## config.mk

```make
export PLATFORM = sky130hd
export DESIGN_NAME = nco_control_output
export DESIGN_NICKNAME = d
export VERILOG_FILES = /design/src/osc_pkg.sv /design/src/osc_link.sv /design/src/clock_picker.sv /design/src/pulse_shaper.sv /design/src/nco_control_output.sv
export SDC_FILE = /design/constraint.sdc
export NUM_CORES = 1
export LEC_CHECK = 0
export BUFFER_PORTS_ARGS = -buffer_cell sky130_fd_sc_hd__buf_2
export CORE_UTILIZATION = 56
export CTS_CLUSTER_SIZE = 30
export DETAILED_ROUTE_END_ITERATION = 8
export MAX_ROUTING_LAYER = met4
export PLACE_DENSITY = 0.84
export SLEW_MARGIN = 20
export SYNTH_ARGS = -nofsm -noshare
export SYNTH_HDL_FRONTEND = slang
export SYNTH_SLANG_ARGS = --single-unit
```

## constraint.sdc

```tcl
create_clock -name pclk -period 4 [get_ports pclk]
set_input_delay 0.2 -clock pclk [delete_from_list [all_inputs] [get_ports pclk]]
set_output_delay 0.2 -clock pclk [all_outputs]
set_load 0.005 [all_outputs]
```

## src/osc_pkg.sv

```systemverilog
// constants and types shared by the oscillator control and output stage
package osc_pkg;
   localparam int unsigned ADDR_W      = 12;
   localparam int unsigned DATA_W      = 32;
   localparam int unsigned INC_W       = 16;
   localparam int unsigned CNT_W       = 8;
   localparam int unsigned PWS_W       = 3;
   localparam int unsigned CKS_W       = 2;

   localparam logic [11:0] CTRL_OFFSET = 12'h000;
   localparam logic [11:0] CLKW_OFFSET = 12'h004;
   localparam logic [11:0] INC_OFFSET  = 12'h008;

   localparam int unsigned EN_BIT      = 7;
   localparam int unsigned OE_BIT      = 6;
   localparam int unsigned LEVEL_BIT   = 5;
   localparam int unsigned POL_BIT     = 4;
   localparam int unsigned PFM_BIT     = 0;
   localparam int unsigned PWS_LSB     = 5;
   localparam int unsigned CKS_LSB     = 0;

   localparam logic [7:0]  CTRL_RESET  = 8'h00;
   localparam logic [7:0]  CLKW_RESET  = 8'h00;
   localparam logic [15:0] INC_RESET   = 16'h0000;

   typedef enum logic [1:0] {
      SRC_EXT  = 2'h0,
      SRC_SYS  = 2'h1,
      SRC_FAST = 2'h2,
      SRC_CELL = 2'h3
   } clk_src_type;

   typedef enum logic {
      PS_LOW  = 1'h0,
      PS_HIGH = 1'h1
   } pulse_state_type;
endpackage : osc_pkg

```

## src/osc_link.sv

```systemverilog
// link between the register stage, the clock picker and the pulse shaper
`timescale 1ns/100ps
`default_nettype none
interface osc_link;
   import osc_pkg::*;
   clk_src_type        clk_sel;
   logic               tick;
   logic               overflow;
   logic               enable;
   logic               pfm;
   logic [PWS_W-1:0]   pws;
   logic               level;

   modport picker (input clk_sel, output tick);
   modport shaper (input tick, overflow, enable, pfm, pws, output level);
   modport top    (output clk_sel, overflow, enable, pfm, pws,
                   input tick, level);
endinterface : osc_link
`default_nettype wire

```

## src/clock_picker.sv

```systemverilog
// selects one of four clock sources and makes a tick on its rising edge
`timescale 1ns/100ps
`default_nettype none
module clock_picker (
   input  wire logic pclk,
   input  wire logic presetn,
   input  wire logic ce,
   input  wire logic logic_cell_one_output,
   input  wire logic internal_fast_oscillator,
   input  wire logic system_clock_source,
   input  wire logic external_osc_clock_pin,
   osc_link.picker   lnk
);
   import osc_pkg::*;

   typedef struct packed {
      logic prev;
      logic tick;
   } picker_state_type;

   picker_state_type cur_reg;
   picker_state_type cur_next;
   logic             src;

   // ***********************************************
   // source select and edge detect
   // ***********************************************
   always_comb begin
      unique case (lnk.clk_sel)
         SRC_CELL: src = logic_cell_one_output;
         SRC_FAST: src = internal_fast_oscillator;
         SRC_SYS:  src = system_clock_source;
         SRC_EXT:  src = external_osc_clock_pin;
      endcase
      cur_next      = cur_reg;
      cur_next.prev = src;
      cur_next.tick = src & ~cur_reg.prev;
   end

   always_ff @(posedge pclk or negedge presetn) begin
      if (!presetn) begin
         cur_reg <= '0;
      end else if (ce) begin
         cur_reg <= cur_next;
      end
   end

   assign lnk.tick = cur_reg.tick;

   chk_tick_on_edge: assert property (@(posedge pclk) disable iff (!presetn)
      (ce && src && !cur_reg.prev) |=> lnk.tick)
      else $error("no tick on rising edge of selected source");
endmodule : clock_picker
`default_nettype wire

```

## src/pulse_shaper.sv

```systemverilog
// shapes the oscillator level in fixed duty or pulse frequency mode
`timescale 1ns/100ps
`default_nettype none
module pulse_shaper (
   input  wire logic pclk,
   input  wire logic presetn,
   input  wire logic ce,
   osc_link.shaper   lnk
);
   import osc_pkg::*;

   typedef struct packed {
      pulse_state_type   st;
      logic [CNT_W-1:0]  cnt;
   } shaper_state_type;

   shaper_state_type cur_reg;
   shaper_state_type cur_next;

   // ***********************************************
   // level and width counter
   // ***********************************************
   always_comb begin
      cur_next = cur_reg;
      if (!lnk.enable) begin
         cur_next.st  = PS_LOW;
         cur_next.cnt = '0;
      end else if (!lnk.pfm) begin
         cur_next.cnt = '0;
         if (lnk.tick && lnk.overflow) begin
            unique case (cur_reg.st)
               PS_LOW:  cur_next.st = PS_HIGH;
               PS_HIGH: cur_next.st = PS_LOW;
            endcase
         end
      end else if (lnk.tick) begin
         if (lnk.overflow) begin
            cur_next.st  = PS_HIGH;
            cur_next.cnt = CNT_W'((8'h01 << lnk.pws) - 8'h01);
         end else if (cur_reg.st == PS_HIGH) begin
            if (cur_reg.cnt == '0) begin
               cur_next.st = PS_LOW;
            end else begin
               cur_next.cnt = cur_reg.cnt - 8'h01;
            end
         end
      end
   end

   always_ff @(posedge pclk or negedge presetn) begin
      if (!presetn) begin
         cur_reg <= '0;
      end else if (ce) begin
         cur_reg <= cur_next;
      end
   end

   assign lnk.level = (cur_reg.st == PS_HIGH);

   chk_off_when_off: assert property (@(posedge pclk) disable iff (!presetn)
      (ce && !lnk.enable) |=> !lnk.level)
      else $error("level high while module is off");

   chk_fixed_toggle: assert property (@(posedge pclk) disable iff (!presetn)
      (ce && lnk.enable && !lnk.pfm && lnk.tick && lnk.overflow)
      |=> (lnk.level != $past(lnk.level)))
      else $error("fixed duty level did not toggle on overflow");

   chk_pulse_load: assert property (@(posedge pclk) disable iff (!presetn)
      (ce && lnk.enable && lnk.pfm && lnk.tick && lnk.overflow)
      |=> (lnk.level && cur_reg.cnt == CNT_W'((8'h01 << $past(lnk.pws)) - 8'h01)))
      else $error("pulse start or width load wrong");

   chk_width_ignored: assert property (@(posedge pclk) disable iff (!presetn)
      (ce && !lnk.pfm) |=> (cur_reg.cnt == '0))
      else $error("width counter active in fixed duty mode");
endmodule : pulse_shaper
`default_nettype wire

```

## src/nco_control_output.sv

```systemverilog
// register stage, accumulator and output pin of the oscillator
//
// Behaviour
// - read-only bit shows current output level
// - polarity bit one inverts the output
// - mode bit one selects pulse frequency mode
// - pulse width is two to the field periods
// - clock select field picks one of four sources
// - width field only used in pulse mode
// - unimplemented control bits read as zero
`timescale 1ns/100ps
`default_nettype none
module nco_control_output (
   input  wire logic                       pclk,
   input  wire logic                       presetn,
   input  wire logic                       ce,
   input  wire logic                       psel,
   input  wire logic                       penable,
   input  wire logic                       pwrite,
   input  wire logic [osc_pkg::ADDR_W-1:0] paddr,
   input  wire logic [osc_pkg::DATA_W-1:0] pwdata,
   input  wire logic [3:0]                 pstrb,
   output var  logic [osc_pkg::DATA_W-1:0] prdata,
   output var  logic                       pready,
   output var  logic                       pslverr,
   input  wire logic                       logic_cell_one_output,
   input  wire logic                       internal_fast_oscillator,
   input  wire logic                       system_clock_source,
   input  wire logic                       external_osc_clock_pin,
   output var  logic                       osc_pin_o,
   output var  logic                       osc_pin_oe
);
   import osc_pkg::*;

   typedef struct packed {
      logic               osc_module_on;
      logic               osc_pin_drive_on;
      logic               osc_invert_select;
      logic               pulse_freq_mode_select;
      logic [PWS_W-1:0]   pulse_width_field;
      clk_src_type        osc_clock_source_field;
      logic [INC_W-1:0]   inc;
      logic [INC_W-1:0]   acc;
      logic               pin_o;
      logic               pin_oe;
      logic [DATA_W-1:0]  rdata;
      logic               rd_ready;
   } top_state_type;

   localparam top_state_type TOP_RESET = '{
      osc_module_on:          CTRL_RESET[EN_BIT],
      osc_pin_drive_on:       CTRL_RESET[OE_BIT],
      osc_invert_select:      CTRL_RESET[POL_BIT],
      pulse_freq_mode_select: CTRL_RESET[PFM_BIT],
      pulse_width_field:      CLKW_RESET[PWS_LSB +: PWS_W],
      osc_clock_source_field: clk_src_type'(CLKW_RESET[CKS_LSB +: CKS_W]),
      inc:                    INC_RESET,
      acc:                    16'h0000,
      pin_o:                  1'h0,
      pin_oe:                 1'h0,
      rdata:                  32'h0000_0000,
      rd_ready:               1'h0
   };

   top_state_type      cur_reg;
   top_state_type      cur_next;
   logic [INC_W:0]     sum;
   logic               hit;
   logic               wr_en;
   logic [7:0]         ctrl_view;
   logic [7:0]         clkw_view;
   logic [DATA_W-1:0]  rd_mux;

   osc_link lnk ();

   // ***********************************************
   // sub-blocks
   // ***********************************************
   clock_picker u_picker (
      .pclk                     (pclk),
      .presetn                  (presetn),
      .ce                       (ce),
      .logic_cell_one_output    (logic_cell_one_output),
      .internal_fast_oscillator (internal_fast_oscillator),
      .system_clock_source      (system_clock_source),
      .external_osc_clock_pin   (external_osc_clock_pin),
      .lnk                      (lnk.picker)
   );

   pulse_shaper u_shaper (
      .pclk    (pclk),
      .presetn (presetn),
      .ce      (ce),
      .lnk     (lnk.shaper)
   );

   assign lnk.clk_sel  = cur_reg.osc_clock_source_field;
   assign lnk.enable   = cur_reg.osc_module_on;
   assign lnk.pfm      = cur_reg.pulse_freq_mode_select;
   assign lnk.pws      = cur_reg.pulse_width_field;
   assign sum          = {1'h0, cur_reg.acc} + {1'h0, cur_reg.inc};
   assign lnk.overflow = lnk.tick & sum[INC_W];

   // ***********************************************
   // apb decode and read view
   // ***********************************************
   always_comb begin
      ctrl_view            = 8'h00;
      ctrl_view[EN_BIT]    = cur_reg.osc_module_on;
      ctrl_view[OE_BIT]    = cur_reg.osc_pin_drive_on;
      ctrl_view[LEVEL_BIT] = cur_reg.pin_o;
      ctrl_view[POL_BIT]   = cur_reg.osc_invert_select;
      ctrl_view[PFM_BIT]   = cur_reg.pulse_freq_mode_select;
      clkw_view            = 8'h00;
      clkw_view[PWS_LSB +: PWS_W] = cur_reg.pulse_width_field;
      clkw_view[CKS_LSB +: CKS_W] = cur_reg.osc_clock_source_field;
      hit    = 1'h1;
      rd_mux = 32'h0000_0000;
      unique case (paddr)
         CTRL_OFFSET: rd_mux[7:0]       = ctrl_view;
         CLKW_OFFSET: rd_mux[7:0]       = clkw_view;
         INC_OFFSET:  rd_mux[INC_W-1:0] = cur_reg.inc;
         default:     hit               = 1'h0;
      endcase
   end

   assign pready  = psel & penable & ce & cur_reg.rd_ready;
   assign pslverr = pready & ~hit;
   assign prdata  = cur_reg.rdata;
   assign wr_en   = pready & pwrite & hit;

   // ***********************************************
   // next state
   // ***********************************************
   always_comb begin
      cur_next          = cur_reg;
      cur_next.rd_ready = psel & ~pready;
      if (psel) begin
         cur_next.rdata = rd_mux;
      end
      if (wr_en && paddr == CTRL_OFFSET && pstrb[0]) begin
         cur_next.osc_module_on          = pwdata[EN_BIT];
         cur_next.osc_pin_drive_on       = pwdata[OE_BIT];
         cur_next.osc_invert_select      = pwdata[POL_BIT];
         cur_next.pulse_freq_mode_select = pwdata[PFM_BIT];
      end
      if (wr_en && paddr == CLKW_OFFSET && pstrb[0]) begin
         cur_next.pulse_width_field      = pwdata[PWS_LSB +: PWS_W];
         cur_next.osc_clock_source_field =
            clk_src_type'(pwdata[CKS_LSB +: CKS_W]);
      end
      if (wr_en && paddr == INC_OFFSET) begin
         if (pstrb[0]) begin
            cur_next.inc[7:0] = pwdata[7:0];
         end
         if (pstrb[1]) begin
            cur_next.inc[15:8] = pwdata[15:8];
         end
      end
      if (!cur_reg.osc_module_on) begin
         cur_next.acc = '0;
      end else if (lnk.tick) begin
         cur_next.acc = sum[INC_W-1:0];
      end
      cur_next.pin_o  = lnk.level ^ cur_reg.osc_invert_select;
      cur_next.pin_oe = cur_reg.osc_module_on
                      & cur_reg.osc_pin_drive_on;
   end

   always_ff @(posedge pclk or negedge presetn) begin
      if (!presetn) begin
         cur_reg <= TOP_RESET;
      end else if (ce) begin
         cur_reg <= cur_next;
      end
   end

   assign osc_pin_o  = cur_reg.pin_o;
   assign osc_pin_oe = cur_reg.pin_oe;

   // ***********************************************
   // checks
   // ***********************************************
   chk_acc_held_off: assert property (@(posedge pclk) disable iff (!presetn)
      (ce && !cur_reg.osc_module_on) |=> (cur_reg.acc == '0))
      else $error("accumulator moved while module is off");

   chk_level_readback: assert property (@(posedge pclk) disable iff (!presetn)
      (ce && psel && paddr == CTRL_OFFSET)
      |=> (prdata[LEVEL_BIT] == $past(cur_reg.pin_o)))
      else $error("readback bit does not follow output level");

   chk_pin_polarity: assert property (@(posedge pclk) disable iff (!presetn)
      ce |=> (osc_pin_o == ($past(lnk.level) ^ $past(cur_reg.osc_invert_select))))
      else $error("pin level does not follow polarity");

   chk_ctrl_zero_bits: assert property (@(posedge pclk) disable iff (!presetn)
      (ce && psel && paddr == CTRL_OFFSET)
      |=> (prdata[3:1] == 3'h0 && prdata[31:8] == 24'h00_0000))
      else $error("unused control bits read nonzero");

   chk_clkw_zero_bits: assert property (@(posedge pclk) disable iff (!presetn)
      (ce && psel && paddr == CLKW_OFFSET)
      |=> (prdata[4:2] == 3'h0 && prdata[31:8] == 24'h00_0000))
      else $error("unused clock register bits read nonzero");

   chk_pin_enable: assert property (@(posedge pclk) disable iff (!presetn)
      ce |=> (osc_pin_oe == ($past(cur_reg.osc_module_on)
                             && $past(cur_reg.osc_pin_drive_on))))
      else $error("pin enable does not follow enable bits");

   chk_sel_written: assert property (@(posedge pclk) disable iff (!presetn)
      (wr_en && ce && paddr == CLKW_OFFSET && pstrb[0])
      |=> (lnk.clk_sel == $past(pwdata[CKS_LSB +: CKS_W])))
      else $error("clock select not taken from write");
endmodule : nco_control_output
`default_nettype wire

```

==> metrics.yaml <==
logic_synthesis:
  synth_commonest_cells: "dfrtp_1 (71), nand2_1 (34), buf_4 (32)"
  ys.flop_type: "dfrtp_1"
  synth-edff-count: 0
  synth_top_area_share_pct: 42.5
  synth_area_per_cell_um2: 10.2
  synth_top_area_cell: "dfrtp_1"
  synth.most_common_cell: "dfrtp_1"
  ys_warn_count: 0
  synthDistinctLibCells: 55
  ys_seq_area_share_pct: 42.5
  syn_inst: 412
  syn_area_mm2: 0.00419
  async_reset_ff_share_pct: 100
  synth_area_leaders: "dfrtp_1 (42%), buf_4 (5.7%), ha_1 (5.7%)"
  ys_ff_latch: 71
clock_network:
  cts.sinks: 71
  clkLatencyLatePin_ns: 0.36
  cts_made_buffers: 9
  cts_setup_buffers: 0
  clk_path_buf_depth: 2
  htreeDepth: 3
  cts-root-buf: "clkbuf_8"
  cts_tree: "built"
  clk_pin_slew_worst_paths_ns: 0.08
  post_cts_resized: 0
sta:
  period_minus_slack_ns: 3.02
  drv_slew: 0
  slew-limit-headroom_pct: 46.3
  hold_viol: 0
  fin_tns_setup_ns: 0
  fin_skew_ns: 0.00963
  worstMarginPinSlew_ns: 0.801
  rsz0062_at_grt: "no"
  setup_violations: 0
  finalCritPeriodShare_pct: 75.5
  max_clock_freq_mhz: 331
power:
  intPower_mw: 1.18
  power.density_mw_per_mm2: 339
  p_leak_nw: 2.33
  power_switching_uw: 399
  p_seq_share_pct: 47.8
  p_sw_share_pct: 25.3
  p_clk_share_pct: 41.8
  ir_worst_vdd_v: 0.000207
  combPwrFrac_pct: 10.4
routing:
  drtPass1Iterations: 5
  drcViolationCount: 0
  drt_iter0_markers: 234
  vias_per_cell: 5.87
  ant_nets: 0
  vias: 3304
  routedWlPerCell_um: 15.7
  routed_wl_um: 8840
hold_path:
  hp-start: "pwdata[9]"
  hp-class: "input port to register"
  hold_path_end: "cur_reg[60]"
  hold_depth: 2
grt:
  antenna_found_initial: 0
  grt_pass1_wl_um: 14500
  grt_pass1_vias: 3074
  gr-total-overflow: 0
  grt_max_degree: 39
  globalRouteTotalUtil_pct: 25.5
critical_path:
  crit_path_frequent_cell: "a21oi_1"
  cp_slowest_cell: "a21o_1"
  cp.arrival_ns: 3.27
  cpPeakStageDelay_ns: 0.46
  cp-end-kind: "register"
  path_cells: "ha_1 > inv_1 > fa_1 > nor2b_1 > o31a_1 > a21oi_1 > a21oi_1 > a21o_1 > mux2_2 > a32o_1"
  required_ns: 4.25
  path_max_fanout: 12
  regToRegSetupSlack_ns: 0.98
  start_kind: "register"
  reg2reg_from: "cur_reg[51]"
  r2r_end: "u_shaper.cur_reg[0]"
  cp_num_buf_inv: 1
  ff2ff_path_depth: 10
  worst-setup-path-type: "register to register"
  cp_top_family: "compound AO/OA/AOI/OAI gates"
place:
  dp_hpwl_um: 6460
  io_buffers: 59
  globalplace.congestion: 0.902
floorplanning:
  die-area_mm2: 0.00782
  io_pins: 94
  initial_core_util_pct: 57.7
  die_h_um: 88.5
  die_w_um: 88.5
  fp-row-count: 31
  core_area_mm2: 0.00725
run_status:
  status: "completed"
cells_and_area:
  largest_reg_flops: 33
  nets: 537
  drive_above_1_share_pct: 19.2
  final_core_util_pct: 64.0
  n_fill_cell: 574
  diodes: 0
  area_growth_pct: 10.9
job:
  drv_cap: 0
-- cell usage in the layout (no fill, tap or decap), types with 7 or more instances in the layout --
cell type,instances
dfrtp_1,71
or3_1,7
a22o_1,19
o21ai_1,10
conb_1,16
mux2_1,20
a21oi_1,20
nor3_1,10
o31ai_1,9
mux2i_1,9
xor2_1,9
nand3_1,10
inv_1,14
o21ai_0,11
nor2_1,17
nand2_1,34
ha_1,19
buf_2,59
clkbuf_8,10
-- power by group through the flow --
stage	sequential (mW)	clock, mW	combinational, mW
floorplan	0.763	0	0.114
global placement	0.765	0	0.156
detailed placement	0.767	0	0.162
CTS	0.753	0.668	0.166
global route	0.755	0.698	0.190
finish	0.753	0.658	0.164
-- area by class of cell --
class	count	area, µm²	share of cell area, %
clock buffer	10	138	2.97
clock inverter	6	92.6	2.00
inverter	16	60.1	1.29
multi-input combinational	297	2110	45.6
sequential	71	1780	38.3
tap	99	124	2.67
timing repair buffer	64	335	7.23
-- metrics by stage --
step	cell area (µm²)	power [mW]	setup slack [ns]	cells	hold slack (ns)
2_1_floorplan	4240	0.877	1.57	427	-0.0956
3_3_place_gp	4400	0.921	1.07	546	0.289
3_5_place_dp	4400	0.929	1.04	546	0.299
4_1_cts	4640	1.59	1.01	563	0.0401
5_1_grt	4640	1.64	0.804	563	0.0488
6_report	4640	1.58	0.979	563	0.0504
-- cells by family after synthesis --
family                   after synthesis  synth area share [%]
AO/OA/AOI/OAI                        107                  18.0
XOR/XNOR                              15                  3.14
adder cells (fa/ha/maj)               20                  6.16
buffers and inverters                 59                  8.37
flip-flops                            71                  42.5
multiplexers                          33                  8.88
other                                  1                0.0896
AND/OR/NAND/NOR                      106                  12.9
-- worst max path at each step --
stage           startpoint             endpoint  cells past startpoint
2_1_floorplan  cur_reg[51]  u_shaper.cur_reg[0]                     10
3_3_place_gp   cur_reg[51]  u_shaper.cur_reg[0]                     10
6_report       cur_reg[51]  u_shaper.cur_reg[0]                     10
3_5_place_dp   cur_reg[51]  u_shaper.cur_reg[0]                     10
4_1_cts        cur_reg[51]  u_shaper.cur_reg[0]                     10
5_1_grt        cur_reg[51]  u_shaper.cur_reg[0]                     10
-- per-layer routing --
layer | vias to the layer above | share of wire [%] | track usage (%)
li1 | 1563 | - | -
met1 | 1593 | 46 | 33.6
met2 | 133 | 46 | 38.2
met3 | 15 | 5.4 | 5.22
met4 | 0 | 1.9 | 11.3
met5 | - | 0 | -
-- repair_timing --
action | 4_1_cts | 5_1_grt
setup endpoints to repair | 0 | 0
hold buffers | 1 | 0
hold endpoints to repair | 33 | 0
(Power assumes the default switching activity.)
